`config.mk`:
```
export PLATFORM = sky130hd
export DESIGN_NAME = ltd_datapath
export DESIGN_NICKNAME = d
export VERILOG_FILES = /design/src/design/ltd_pkg.sv /design/src/design/ltd_datapath.sv
export SDC_FILE = /design/constraint.sdc
export NUM_CORES = 1
export LEC_CHECK = 0
export BUFFER_PORTS_ARGS = -buffer_cell sky130_fd_sc_hd__buf_2
export CORE_MARGIN = 2
export CORE_UTILIZATION = 57
export CTS_CLUSTER_SIZE = 16
export DETAILED_ROUTE_END_ITERATION = 7
export PLACE_DENSITY = 0.84
export SKIP_CTS_REPAIR_TIMING = 1
export SYNTH_ARGS = -nofsm -noshare
export SYNTH_HDL_FRONTEND = slang
export SYNTH_SLANG_ARGS = --single-unit
```
`constraint.sdc`:
```
create_clock -name clk_sys -period 7.91 [get_ports clk_sys]
set_input_delay 1.582 -clock clk_sys [delete_from_list [all_inputs] [get_ports clk_sys]]
set_output_delay 1.582 -clock clk_sys [all_outputs]
set_load 0.005 [all_outputs]
```
`src/design/ltd_pkg.sv`:
```
package ltd_pkg;
	localparam int WIDTH = 8;
	localparam int CFG_WORDS = 8;
	localparam int CFG_BITS = 16;
	localparam int QUEUE_DEPTH = 4;
	localparam int ROUTE_IN = 6;
	localparam int ROUTE_OUT = 6;
	// Register indices on the plain port
	localparam logic [4:0] ADDR_ACC0 = 5'h00;
	localparam logic [4:0] ADDR_ACC1 = 5'h01;
	localparam logic [4:0] ADDR_OPR0 = 5'h02;
	localparam logic [4:0] ADDR_OPR1 = 5'h03;
	localparam logic [4:0] ADDR_QUEUE0 = 5'h04;
	localparam logic [4:0] ADDR_QUEUE1 = 5'h05;
	localparam logic [4:0] ADDR_MASK0 = 5'h06;
	localparam logic [4:0] ADDR_MASK1 = 5'h07;
	localparam logic [4:0] ADDR_POLY = 5'h08;
	localparam logic [4:0] ADDR_MSB = 5'h09;
	localparam logic [4:0] ADDR_OUTMASK = 5'h0A;
	localparam logic [4:0] ADDR_QCFG = 5'h0B;
	localparam logic [4:0] ADDR_QSTAT = 5'h0C;
	localparam logic [4:0] ADDR_CTRL = 5'h0D;
	localparam logic [4:0] ADDR_STATUS = 5'h0E;
	localparam logic [4:0] ADDR_STLATCH = 5'h0F;
	localparam logic [4:0] ADDR_CLKEN = 5'h10;
	localparam logic [4:0] ADDR_OUTSEL0 = 5'h11;
	localparam logic [4:0] ADDR_OUTSEL1 = 5'h12;
	localparam logic [4:0] ADDR_OUTSEL2 = 5'h13;
	localparam logic [4:0] ADDR_SYNC = 5'h14;
	localparam logic [4:0] ADDR_CFG_STAGE = 5'h17;
	localparam logic [4:0] ADDR_CFG_BASE = 5'h18;
	// Clock enable bits
	localparam int CLKEN_DP = 0;
	localparam int CLKEN_SC = 1;
	localparam int CLKEN_ARR0 = 2;
	localparam int CLKEN_ARR1 = 3;
	localparam logic [7:0] CLKEN_RESET = 8'h0F;
	// Queue config bits: bit0 queue0 output mode, bit1 queue1 output mode
	localparam logic [7:0] QCFG_RESET = 8'h00;
	localparam logic [7:0] MSB_RESET = 8'h07;
	localparam logic [7:0] MASK_RESET = 8'hFF;
	// Number of selectable conditions
	localparam int NCOND = 16;
	typedef enum logic [2:0]
	{
		LTD_OP_PASS = 3'h0,
		LTD_OP_INC = 3'h1,
		LTD_OP_DEC = 3'h2,
		LTD_OP_ADD = 3'h3,
		LTD_OP_SUB = 3'h4,
		LTD_OP_AND = 3'h5,
		LTD_OP_OR = 3'h6,
		LTD_OP_XOR = 3'h7
	} ltd_op_type;
	// Configuration word layout
	typedef struct packed
	{
		ltd_op_type op;
		logic [1:0] src_a;
		logic [1:0] src_b;
		logic [1:0] shift;
		logic dest;
		logic [1:0] load_sel;
		logic cmp_pair;
		logic carry_sel;
		logic crc_en;
		logic queue_wr;
	} ltd_cfg_type;
	typedef struct packed
	{
		logic carry;
		logic shift;
		logic cmp_eq;
	} ltd_chain_type;
endpackage

```
`src/design/ltd_datapath.sv`:
```
// Chosen here: the register offsets and the strobed register port.
module ltd_datapath
#(
	parameter int WIDTH = ltd_pkg::WIDTH,
	parameter int DEPTH = ltd_pkg::QUEUE_DEPTH
)
(
	input wire logic clk_sys,
	input wire logic rst,
	input wire logic [4:0] addr,
	input wire logic [7:0] wdata,
	input wire logic wr,
	input wire logic rd,
	output logic [7:0] rdata,
	input wire logic [ltd_pkg::ROUTE_IN-1:0] route_in,
	output logic [ltd_pkg::ROUTE_OUT-1:0] route_out,
	input wire logic [7:0] status_in,
	output logic [7:0] control_out,
	input wire logic [7:0] pin_in,
	output logic [7:0] pin_in_routed,
	input wire logic [7:0] pin_out_raw,
	output logic [7:0] pin_out,
	output logic [3:0] sub_clk_en,
	input wire ltd_pkg::ltd_chain_type chain_prev,
	output ltd_pkg::ltd_chain_type chain_next
);
	initial
	begin
		if (WIDTH != 8 || DEPTH < 2 || DEPTH > 16)
			$error("ltd_datapath: unsupported width or depth");
	end
	localparam int PW = $clog2(DEPTH);
	logic [7:0] acc [2];
	logic [7:0] opr [2];
	logic [7:0] cmp_mask [2];
	logic [7:0] poly, msb_sel, out_mask, qcfg, clken, sync_cfg;
	logic [7:0] outsel [3];
	logic [7:0] latch_cfg, status_hold, control, cfg_stage;
	logic [ltd_pkg::CFG_BITS-1:0] cfg_ram [ltd_pkg::CFG_WORDS];
	logic [7:0] qmem [2][DEPTH];
	logic [PW-1:0] qwp [2];
	logic [PW-1:0] qrp [2];
	logic [PW:0] qcnt [2];
	logic q_empty [2];
	logic q_full [2];
	logic carry_reg, shift_reg;
	logic [7:0] sync1, sync2, pin_pipe;
	logic [ltd_pkg::ROUTE_OUT-1:0] route_reg;
	ltd_pkg::ltd_cfg_type cfg;
	logic dp_en, sc_en;
	logic [7:0] op_a, op_b, alu, shifted, result, msb_mask;
	logic [8:0] sum;
	logic carry_in, carry_out, shift_out, ovf;
	logic cmp_eq0, cmp_lt0, cmp_eq1, cmp_lt1, zero_det, ones_det;
	logic [ltd_pkg::NCOND-1:0] cond;
	logic q_bus_wr [2];
	logic q_bus_rd [2];
	logic q_int_wr [2];
	logic q_int_rd [2];
	logic [7:0] q_head [2];
	logic [7:0] q_wdata;
	logic [7:0] status_now;

	function automatic logic [7:0] sel_reg(input logic [1:0] s, input logic [7:0] a0,
		input logic [7:0] a1, input logic [7:0] d0, input logic [7:0] d1);
		case (s)
			2'h0: sel_reg = a0;
			2'h1: sel_reg = a1;
			2'h2: sel_reg = d0;
			default: sel_reg = d1;
		endcase
	endfunction

	assign dp_en = clken[ltd_pkg::CLKEN_DP];
	assign sc_en = clken[ltd_pkg::CLKEN_SC];
	assign sub_clk_en = clken[3:0];
	assign cfg = ltd_pkg::ltd_cfg_type'(cfg_ram[route_in[2:0]]);
	assign op_a = sel_reg(cfg.src_a, acc[0], acc[1], opr[0], opr[1]);
	assign op_b = sel_reg(cfg.src_b, acc[0], acc[1], opr[0], opr[1]);
	assign carry_in = cfg.carry_sel ? carry_reg : chain_prev.carry;
	assign msb_mask = 8'((9'h002 << msb_sel[2:0]) - 9'h001);

	always_comb
	begin
		sum = 9'h000;
		alu = 8'h00;
		case (cfg.op)
			ltd_pkg::LTD_OP_INC: sum = {1'b0, op_a} + 9'h001;
			ltd_pkg::LTD_OP_DEC: sum = {1'b0, op_a} - 9'h001;
			ltd_pkg::LTD_OP_ADD: sum = {1'b0, op_a} + {1'b0, op_b} + {8'h00, carry_in};
			ltd_pkg::LTD_OP_SUB: sum = {1'b0, op_a} - {1'b0, op_b};
			ltd_pkg::LTD_OP_AND: sum = {1'b0, op_a & op_b};
			ltd_pkg::LTD_OP_OR: sum = {1'b0, op_a | op_b};
			ltd_pkg::LTD_OP_XOR: sum = {1'b0, op_a ^ op_b};
			default: sum = {1'b0, op_a};
		endcase
		alu = sum[7:0] & msb_mask;
		carry_out = sum[msb_sel[2:0] + 4'h1];
		ovf = (op_a[msb_sel[2:0]] == op_b[msb_sel[2:0]]) &&
			(alu[msb_sel[2:0]] != op_a[msb_sel[2:0]]) && (cfg.op == ltd_pkg::LTD_OP_ADD);
	end

	always_comb
	begin
		shifted = alu;
		shift_out = 1'b0;
		if (cfg.crc_en)
		begin
			// One CRC or sequence step
			shift_out = alu[msb_sel[2:0]];
			shifted = (8'(alu << 1) & msb_mask) ^ ((shift_out ^ chain_prev.shift) ?
				(poly & msb_mask) : 8'h00);
		end
		else
		begin
			case (cfg.shift)
				2'h1:
				begin
					shift_out = alu[msb_sel[2:0]];
					shifted = (8'(alu << 1) | {7'h00, route_in[3]}) & msb_mask;
				end
				2'h2:
				begin
					shift_out = alu[0];
					shifted = (alu >> 1) | (route_in[3] ? (msb_mask & ~(msb_mask >> 1)) : 8'h00);
				end
				2'h3: shifted = {alu[3:0], alu[7:4]};
				default: shifted = alu;
			endcase
		end
		result = shifted | out_mask;
	end

	// Comparators
	always_comb
	begin
		cmp_eq0 = ((acc[0] & cmp_mask[0]) == ((cfg.cmp_pair ? acc[1] : opr[0]) & cmp_mask[0]));
		cmp_lt0 = ((acc[0] & cmp_mask[0]) < ((cfg.cmp_pair ? acc[1] : opr[0]) & cmp_mask[0]));
		cmp_eq1 = ((acc[1] & cmp_mask[1]) == ((cfg.cmp_pair ? acc[0] : opr[1]) & cmp_mask[1]));
		cmp_lt1 = ((acc[1] & cmp_mask[1]) < ((cfg.cmp_pair ? acc[0] : opr[1]) & cmp_mask[1]));
		zero_det = ((acc[0] & msb_mask) == 8'h00);
		ones_det = ((acc[0] & msb_mask) == msb_mask);
		cond = {q_full[1], q_empty[1], q_full[0], q_empty[0],
			shift_out, carry_out, ovf, ones_det, zero_det,
			((acc[1] & msb_mask) == 8'h00), ((acc[1] & msb_mask) == msb_mask),
			cmp_lt1, cmp_eq1 & chain_prev.cmp_eq, cmp_lt0, cmp_eq0, shift_reg};
	end

	assign chain_next.carry = carry_out;
	assign chain_next.shift = shift_out;
	assign chain_next.cmp_eq = cmp_eq0;

	// Queue handshakes
	assign q_wdata = cfg.load_sel[1] ? acc[cfg.dest] : result;
	generate
		for (genvar q = 0; q < 2; q++)
		begin : g_queue
			logic is_out;
			logic [4:0] qaddr;
			assign is_out = qcfg[q];
			assign qaddr = (q == 0) ? ltd_pkg::ADDR_QUEUE0 : ltd_pkg::ADDR_QUEUE1;
			assign q_empty[q] = (qcnt[q] == '0);
			assign q_full[q] = (qcnt[q] == (PW+1)'(DEPTH));
			assign q_head[q] = qmem[q][qrp[q]];
			assign q_bus_wr[q] = wr && addr == qaddr && !is_out && !q_full[q];
			assign q_bus_rd[q] = rd && addr == qaddr && is_out && !q_empty[q];
			assign q_int_wr[q] = dp_en && is_out && cfg.queue_wr && !q_full[q];
			assign q_int_rd[q] = dp_en && !is_out && cfg.load_sel == 2'(q + 1) && !q_empty[q];
			always_ff @(posedge clk_sys)
			begin
				if (rst)
				begin
					qwp[q] <= '0;
					qrp[q] <= '0;
					qcnt[q] <= '0;
				end
				else
				begin
					if (q_bus_wr[q] || q_int_wr[q])
					begin
						qmem[q][qwp[q]] <= q_bus_wr[q] ? wdata : q_wdata;
						qwp[q] <= (qwp[q] == PW'(DEPTH - 1)) ? '0 : qwp[q] + 1'b1;
					end
					if (q_bus_rd[q] || q_int_rd[q])
						qrp[q] <= (qrp[q] == PW'(DEPTH - 1)) ? '0 : qrp[q] + 1'b1;
					qcnt[q] <= qcnt[q] + (PW+1)'(q_bus_wr[q] || q_int_wr[q])
						- (PW+1)'(q_bus_rd[q] || q_int_rd[q]);
				end
			end
		end
	endgenerate

	// Accumulators and operand registers
	always_ff @(posedge clk_sys)
	begin
		if (rst)
		begin
			acc[0] <= 8'h00;
			acc[1] <= 8'h00;
			opr[0] <= 8'h00;
			opr[1] <= 8'h00;
		end
		else
		begin
			if (wr && addr == ltd_pkg::ADDR_ACC0)
				acc[0] <= wdata;
			else if (wr && addr == ltd_pkg::ADDR_ACC1)
				acc[1] <= wdata;
			else if (wr && addr == ltd_pkg::ADDR_OPR0)
				opr[0] <= wdata;
			else if (wr && addr == ltd_pkg::ADDR_OPR1)
				opr[1] <= wdata;
			else if (dp_en)
			begin
				if (cfg.load_sel == 2'h1 && q_int_rd[0])
					opr[cfg.dest] <= q_head[0];
				else if (cfg.load_sel == 2'h2 && q_int_rd[1])
					acc[cfg.dest] <= q_head[1];
				else if (cfg.load_sel == 2'h0)
					acc[cfg.dest] <= result;
			end
		end
	end

	// Registered carry and shift
	always_ff @(posedge clk_sys)
	begin
		if (rst)
		begin
			carry_reg <= 1'b0;
			shift_reg <= 1'b0;
		end
		else if (dp_en)
		begin
			carry_reg <= carry_out;
			shift_reg <= shift_out;
		end
	end

	// Configuration registers
	always_ff @(posedge clk_sys)
	begin
		if (rst)
		begin
			cmp_mask[0] <= ltd_pkg::MASK_RESET;
			cmp_mask[1] <= ltd_pkg::MASK_RESET;
			poly <= 8'h00;
			msb_sel <= ltd_pkg::MSB_RESET;
			out_mask <= 8'h00;
			qcfg <= ltd_pkg::QCFG_RESET;
			clken <= ltd_pkg::CLKEN_RESET;
			outsel[0] <= 8'h10;
			outsel[1] <= 8'h32;
			outsel[2] <= 8'h54;
			sync_cfg <= 8'hFF;
			latch_cfg <= 8'h00;
			control <= 8'h00;
			cfg_stage <= 8'h00;
			for (int i = 0; i < ltd_pkg::CFG_WORDS; i++)
				cfg_ram[i] <= 16'h0000;
		end
		else if (wr)
		begin
			if (addr == ltd_pkg::ADDR_MASK0)
				cmp_mask[0] <= wdata;
			else if (addr == ltd_pkg::ADDR_MASK1)
				cmp_mask[1] <= wdata;
			else if (addr == ltd_pkg::ADDR_POLY)
				poly <= wdata;
			else if (addr == ltd_pkg::ADDR_MSB)
				msb_sel <= {5'h00, wdata[2:0]};
			else if (addr == ltd_pkg::ADDR_OUTMASK)
				out_mask <= wdata;
			else if (addr == ltd_pkg::ADDR_QCFG)
				qcfg <= {6'h00, wdata[1:0]};
			else if (addr == ltd_pkg::ADDR_CTRL && sc_en)
				control <= wdata;
			else if (addr == ltd_pkg::ADDR_STLATCH)
				latch_cfg <= wdata;
			else if (addr == ltd_pkg::ADDR_CLKEN)
				clken <= {4'h0, wdata[3:0]};
			else if (addr == ltd_pkg::ADDR_OUTSEL0)
				outsel[0] <= wdata;
			else if (addr == ltd_pkg::ADDR_OUTSEL1)
				outsel[1] <= wdata;
			else if (addr == ltd_pkg::ADDR_OUTSEL2)
				outsel[2] <= wdata;
			else if (addr == ltd_pkg::ADDR_SYNC)
				sync_cfg <= wdata;
			else if (addr == ltd_pkg::ADDR_CFG_STAGE)
				cfg_stage <= wdata;
			// Low byte staged, high byte write commits the word
			else if (addr[4:3] == ltd_pkg::ADDR_CFG_BASE[4:3])
				cfg_ram[addr[2:0]] <= {wdata, cfg_stage};
		end
	end
	assign control_out = control;

	// Status capture; a new event beats the read clear
	assign status_now = (status_hold & latch_cfg) | status_in;
	always_ff @(posedge clk_sys)
	begin
		if (rst)
			status_hold <= 8'h00;
		else if (sc_en)
		begin
			if (rd && addr == ltd_pkg::ADDR_STATUS)
				status_hold <= status_in & latch_cfg;
			else
				status_hold <= (status_hold | status_in) & latch_cfg;
		end
	end

	// Routing outputs
	always_ff @(posedge clk_sys)
	begin
		if (rst)
			route_reg <= '0;
		else
			for (int i = 0; i < ltd_pkg::ROUTE_OUT; i++)
				route_reg[i] <= cond[outsel[i / 2][(i % 2) * 4 +: 4]];
	end
	assign route_out = route_reg;

	// Pin synchronisers and output pipeline
	always_ff @(posedge clk_sys)
	begin
		if (rst)
		begin
			sync1 <= 8'h00;
			sync2 <= 8'h00;
			pin_pipe <= 8'h00;
		end
		else
		begin
			sync1 <= pin_in;
			sync2 <= sync1;
			pin_pipe <= pin_out_raw;
		end
	end
	assign pin_in_routed = sync_cfg[0] ? sync2 : pin_in;
	assign pin_out = sync_cfg[1] ? pin_pipe : pin_out_raw;

	// Read port
	always_ff @(posedge clk_sys)
	begin
		if (rst)
			rdata <= 8'h00;
		else if (rd)
		begin
			if (addr == ltd_pkg::ADDR_ACC0)
				rdata <= acc[0];
			else if (addr == ltd_pkg::ADDR_ACC1)
				rdata <= acc[1];
			else if (addr == ltd_pkg::ADDR_OPR0)
				rdata <= opr[0];
			else if (addr == ltd_pkg::ADDR_OPR1)
				rdata <= opr[1];
			else if (addr == ltd_pkg::ADDR_QUEUE0)
				rdata <= q_empty[0] ? 8'h00 : q_head[0];
			else if (addr == ltd_pkg::ADDR_QUEUE1)
				rdata <= q_empty[1] ? 8'h00 : q_head[1];
			else if (addr == ltd_pkg::ADDR_QSTAT)
				rdata <= {4'h0, q_full[1], q_empty[1], q_full[0], q_empty[0]};
			else if (addr == ltd_pkg::ADDR_STATUS)
				rdata <= status_now;
			else if (addr == ltd_pkg::ADDR_CTRL)
				rdata <= control;
			else if (addr == ltd_pkg::ADDR_QCFG)
				rdata <= qcfg;
			else if (addr == ltd_pkg::ADDR_MSB)
				rdata <= msb_sel;
			else if (addr == ltd_pkg::ADDR_CLKEN)
				rdata <= clken;
			else
				rdata <= 8'h00;
		end
	end
endmodule

```
=== After elaboration in Yosys (flattened, before gate mapping) ===
Memory sizes are Yosys's and may differ from the RTL's.
Index checks and enable logic that the tools add are counted.

* Register bits: 99
* Memory bits (writable): 278
* Input port bits: 50
* Output and inout port bits: 45
* Memories kept: 9

{| class="wikitable"
|+ Memories
! memory !! words !! bits a word !! read ports !! clocked after memory_dff !! wr ports !! RTL line !! RTL
|-
| cfg_ram || 8 || 16 || 1 || 0 || 8 || ltd_datapath.sv:39 || <nowiki>logic [ltd_pkg::CFG_BITS-1:0] cfg_ram [ltd_pkg::CFG_WORDS];</nowiki>
|-
| qmem || 2 || 32 || 2 || 0 || 2 || ltd_datapath.sv:40 || <nowiki>logic [7:0] qmem [2][DEPTH];</nowiki>
|-
| outsel || 3 || 8 || 3 || 0 || 3 || ltd_datapath.sv:37 || <nowiki>logic [7:0] outsel [3];</nowiki>
|-
| acc || 2 || 8 || 3 || 0 || 2 || ltd_datapath.sv:33 || <nowiki>logic [7:0] acc [2];</nowiki>
|-
| cmp_mask || 2 || 8 || 2 || 0 || 2 || ltd_datapath.sv:35 || <nowiki>logic [7:0] cmp_mask [2];</nowiki>
|-
| opr || 2 || 8 || 2 || 0 || 2 || ltd_datapath.sv:34 || <nowiki>logic [7:0] opr [2];</nowiki>
|-
| +3 memories || -- || -- || -- || -- || -- || -- ||
|}

* Add/sub/neg operators: 15
* Magnitude comparators: 16
* Equality and inequality tests: 50
* Shifts and indexed selects: 1
* Muxes and demuxes: 222
* Bitwise gates (word level): 59
* Reductions and logical operators: 66

{| class="wikitable"
|+ Operators by type and width
! cell !! count
|-
| 8-bit 2-to-1 mux || 40
|-
| 1-bit 2-to-1 mux || 146
|-
| 8-bit bitwise AND || 15
|-
| 8-bit one-hot mux with 3 select lines || 3
|-
| 32-bit 2-to-1 mux || 2
|-
| 9-bit one-hot mux with 7 select lines || 1
|-
| 5-bit by 4-bit equality test with 1-bit output (second input constant) || 8
|-
| 1-bit logical AND || 36
|-
| 4-bit by 5-bit < comparator with 1-bit output (second input constant) || 7
|-
| 8-bit binary-select mux with 2-bit select || 2
|-
| 8-bit demux with 2-bit select || 2
|-
| 8-bit equality test || 4
|-
| 8-bit bitwise OR || 4
|-
| 5-bit equality test (second input constant) || 6
|-
| 1-bit binary-select mux with 4-bit select || 7
|-
| 2-bit equality test (second input constant) || 10
|-
| 5-bit by 3-bit equality test with 1-bit output (second input constant) || 4
|-
| 3-bit equality test (second input constant) || 6
|-
| 8-bit zero test || 2
|-
| 8-bit < comparator || 2
|-
| 16-bit 2-to-1 mux || 1
|-
| 2-bit 2-to-1 mux || 8
|-
| 1-bit bitwise OR || 16
|-
| 16-bit OR reduction || 1
|-
| other kinds (48) || 96
|}

=== Depth between registers and ports, before layout ===
* Depth after elaboration: 21
* Gate-level depth with buffers: 24
* Gate-level depth less buffers: 21

=== Worst setup path before layout ===
No wires, ideal clock.

* Path kind: in2out
* Start point: in route_in[0] (netlist bit)
* End point: out chain_next[1] (netlist bit)
* Arrival: 6.699 ns
* Data required time: 6.328 ns
* Path slack: -0.371 ns
* Stages: 23
* Cell sequence: buf_6 buf_6 buf_2 mux4_2 mux2i_1 buf_2 mux2i_1 inv_1 nand3_1 ha_1 inv_1 fa_1 and3_1 o21ai_0 a21oi_1 a211oi_1 a311oi_1 a221oi_2 a22oi_1 a32oi_4 a31oi_1 nand2_1 buf_4

* Word-level cells in the longest chain between the ends: 11

{| class="wikitable"
|+ Ends and longest elaborated chain
! element !! RTL line !! RTL
|-
| from (decl) || ltd_datapath.sv:15 || <nowiki>input wire logic [ltd_pkg::ROUTE_IN-1:0] route_in,</nowiki>
|-
| memory 8 x 16 bit (*) || -- ||
|-
| 2-bit equality test (tied with other cells) || ltd_datapath.sv:66 || <nowiki>case (s)</nowiki>
|-
| 8-bit one-hot mux with 3 select lines || ltd_datapath.sv:66 ||
|-
| 8-bit by 8-bit adder with 9-bit output || ltd_datapath.sv:90 || <nowiki>ltd_pkg::LTD_OP_ADD: sum = {1'b0, op_a} + {1'b0, op_b} + {8'h00, carry_in};</nowiki>
|-
| 9-bit by 1-bit adder with 9-bit output || ltd_datapath.sv:90 ||
|-
| 9-bit one-hot mux with 7 select lines || ltd_datapath.sv:87 || <nowiki>case (cfg.op)</nowiki>
|-
| 8-bit bitwise AND || ltd_datapath.sv:97 || <nowiki>alu = sum[7:0] & msb_mask;</nowiki>
|-
| 1-bit binary-select mux with 3-bit select || ltd_datapath.sv:110, ltd_datapath.sv:119 ||
|-
| 1-bit 2-to-1 mux (not written as such) || ltd_datapath.sv:110, ltd_datapath.sv:119 ||
|-
| 1-bit one-hot mux with 2 select lines || ltd_datapath.sv:116 || <nowiki>case (cfg.shift)</nowiki>
|-
| 1-bit 2-to-1 mux (*) || ltd_datapath.sv:107 || <nowiki>if (cfg.crc_en)</nowiki>
|-
| to (decl) || ltd_datapath.sv:25 || <nowiki>output ltd_pkg::ltd_chain_type chain_next</nowiki>
|}

Every way passes the cells marked *; elsewhere a longest branch is shown, timed or not. The select of a mux whose other input is x is not followed.

==> run metrics <==
post-detail-place hpwl 47100 um; Seq pwr share 40.8%; I/O pin total 95; CTS Buf Count 38; Combinational Power Share 27.3%; Routed Antenna Nets 0; GPL Wtd Cong 0.994; Internal 3940 uW; XOR/XNOR Fraction of Synth Area 0.569%; highest-count cells in the layout ignoring fill and taps edfxtp_1 (272), nor2_1 (154), nand2_1 (143), and2_1 (134), mux2i_1 (128); root buffer cell clkbuf_16; PwrDens 233 nW/um2; power share of the clock group 31.8%; Seq/Total Area, Yosys 47.2%; syn nets 2106; largest net degree at the start of global routing 63; fin area 24700 um2; post-layout minimum cycle time 7810 ps; Die W 199 um; flip-flop and latch area 10300 um2; Overflow after GRT 0; WP data arrival 6230 ps; vias in the first global route 17900; Leak 0.00941 uW; Hold Fails Final Rpt 0; Sw Share 31.4%; Synth Area in Compound Gates 12.0%; Hold/Removal Path Class register to register; Final Max Tran Viols 0; multi-input logic area 10900 um2; main combinational cell family by area after synthesis simple AND/OR/NAND/NOR gates; Final Skew 16.7 ps; Ys Warns 0; drt first pass iters 8; Synth Area in Simple Gates 17.0%; Setup crit start kind primary input; asr flop ratio synth 0%; post-synthesis cell area 21800 um2; Area Growth Syn to Fin 13.3%; Max VDD drop 207 uV; max reg flops 128; Global Route Usage Sum 34.8%; mux cell area share after synthesis 15.5%; initial antenna violation count 2; post-synthesis average cell area 11.0 um2; DRC 22; core outline area 37700 um2; max frequency 128 MHz; #FFs+latches synth 377; DR vias 18100; Placed Area 23100 um2; commonest non-fill, non-tap cell in the layout edfxtp_1; port bufs 92; max-cap check violation count 0; Worst Tran Pin Value 1310 ps; FILL cells 2798; Die ar. 39800 um2; Clock transition at path regs 60 ps; count of flip-flops with a built-in enable after synthesis 272; synthesized-area fraction occupied by adder cells 4.14%; Initial Utilization 57.8%; Clock Path Buffers 3; wire per inst 26.0 um; final wirelength 68900 um; Synth Flop Type edfxtp_1; Clock Sinks 377; Worst-Skew Late Latency 540 ps; Final Power 5740 uW; Req. time, crit path 6330 ps; nets@finish 2224; Synth top area share 37.5%; ranking of synthesized cells by area edfxtp_1 (38%), dfxtp_1 (9.7%), mux4_2 (6.6%); first-pass GRT wire length 104000 um; critical path class primary input to primary output; H-tree lvl count 2; sw power 1800 uW; Most flops, register cfg_ram; # rows 71; failing checks design-rule violations; Worst Setup End Kind primary output; synthesized netlist cell count 1987; proportion of layout cells with a drive suffix above 1 20.2%; Synth area leader edfxtp_1; post-DR vias/cell 6.83; final setup fails 0; Rel. slew slack 12.5%; TritonCTS clock tree done; status complete, but fails checks; fin crit share 98.8%; Die Y 199 um; DR iter-0 viols 2405; Unique masters post-synth 88; Crit Path Max Fanout 6
-- kinds of logic (layout without fill, tap and decap cells) --
group                      after synthesis  after routing
muxes                                  250            250
other                                    0              2
xor gates and xnor gates                12             12
and+or+nand+nor                        711            711
buffers and inverters                  188            336
DFF                                    377            377
AOI/OAI and AO/OA                      380            380
adders and majority gates               69             69
-- Yosys cell counts, types with 16 or more instances --
| master | instances |
|---|---|
| edfxtp_1 | 272 |
| nor2_1 | 155 |
| nand2_1 | 145 |
| and2_1 | 134 |
| mux2i_1 | 134 |
| dfxtp_1 | 105 |
| clkbuf_1 | 102 |
| o21ai_0 | 88 |
| a21oi_1 | 83 |
| ha_1 | 64 |
| mux4_2 | 64 |
| nor3_1 | 57 |
| inv_1 | 50 |
| mux2_2 | 46 |
| nand3_1 | 44 |
| nor2b_1 | 43 |
| a22o_1 | 21 |
| nand2b_1 | 21 |
| nor4_1 | 21 |
| o211ai_1 | 17 |
| or3_1 | 16 |
-- layer usage --
layer | vias up | GRT usage, % | part of all wire (%)
met5 | - | 0 | 0
met4 | 0 | 18.6 | 5.9
met3 | 321 | 7.95 | 12
met2 | 1414 | 55.1 | 45
met1 | 8602 | 44.8 | 36
li1 | 7737 | - | -
-- path summary, 6_finish.rpt --
check | startpoint | depth (start not counted) | to | slack, ps
worst max-delay path | route_in[0] | 22 | chain_next[1] | 100
worst min-delay path | sync1[2]$_SDFF_PP0_ | 1 | sync2[2]$_SDFF_PP0_ | 450
worst max register to register | cfg_ram[3][9]$_SDFFCE_PN0P_ | 27 | qmem[0][19]$_DFFE_PP_ | 1470
worst min register to register | sync1[2]$_SDFF_PP0_ | 1 | sync2[2]$_SDFF_PP0_ | 450
-- critical path, cell delays in order --
cell and delay, ps:
clkbuf_4 190, buf_4 150, mux2_1 340, o22a_1 220
nand2_1 110, mux4_2 530, inv_1 90, buf_4 130
fa_2 240, fa_2 240, nor2b_1 60, o2111a_1 240
o41ai_2 340, o32ai_1 140, a311oi_2 360, a221oi_2 150
a22oi_2 280, a32oi_4 140, buf_4 180, a31oi_4 210
nand2_2 150, buf_2 160
-- power groups by stage --
stage          Clock [uW]  Sequential [uW]  Combinational (uW)
6_report             1830             2340                1570
5_1_grt              1890             2350                1660
4_1_cts              1820             2340                1450
3_5_place_dp            0             2380                1440
3_3_place_gp            0             2370                1390
2_1_floorplan           0             2320                 927
-- area by class of cell --
cell class / count / share of cell area (%)
timing repair buffer: 213 / 5.69
tap: 511 / 2.59
sequential: 377 / 41.6
antenna: 2 / 0.0203
clock buffer: 52 / 4.50
clock inverter: 18 / 0.629
inverter: 53 / 0.807
multi-input combinational: 1422 / 44.1
-- metrics by stage --
stage / util (%) / hold WS, ps / worst slack (ps) / TNS (ps) / instances
after floorplan: - / 414 / 8.57 / 0 / 1987
after global placement: 61.5 / 419 / -224 / -224 / 2564
after detailed placement: 61.5 / 437 / -324 / -580 / 2564
after CTS: 64.8 / 459 / -347 / -389 / 2634
after global routing: 65.5 / 477 / -84.3 / -130 / 2647
final: 65.5 / 455 / 98.7 / 0 / 2648
Note: power is estimated with default switching activity, not from simulation.
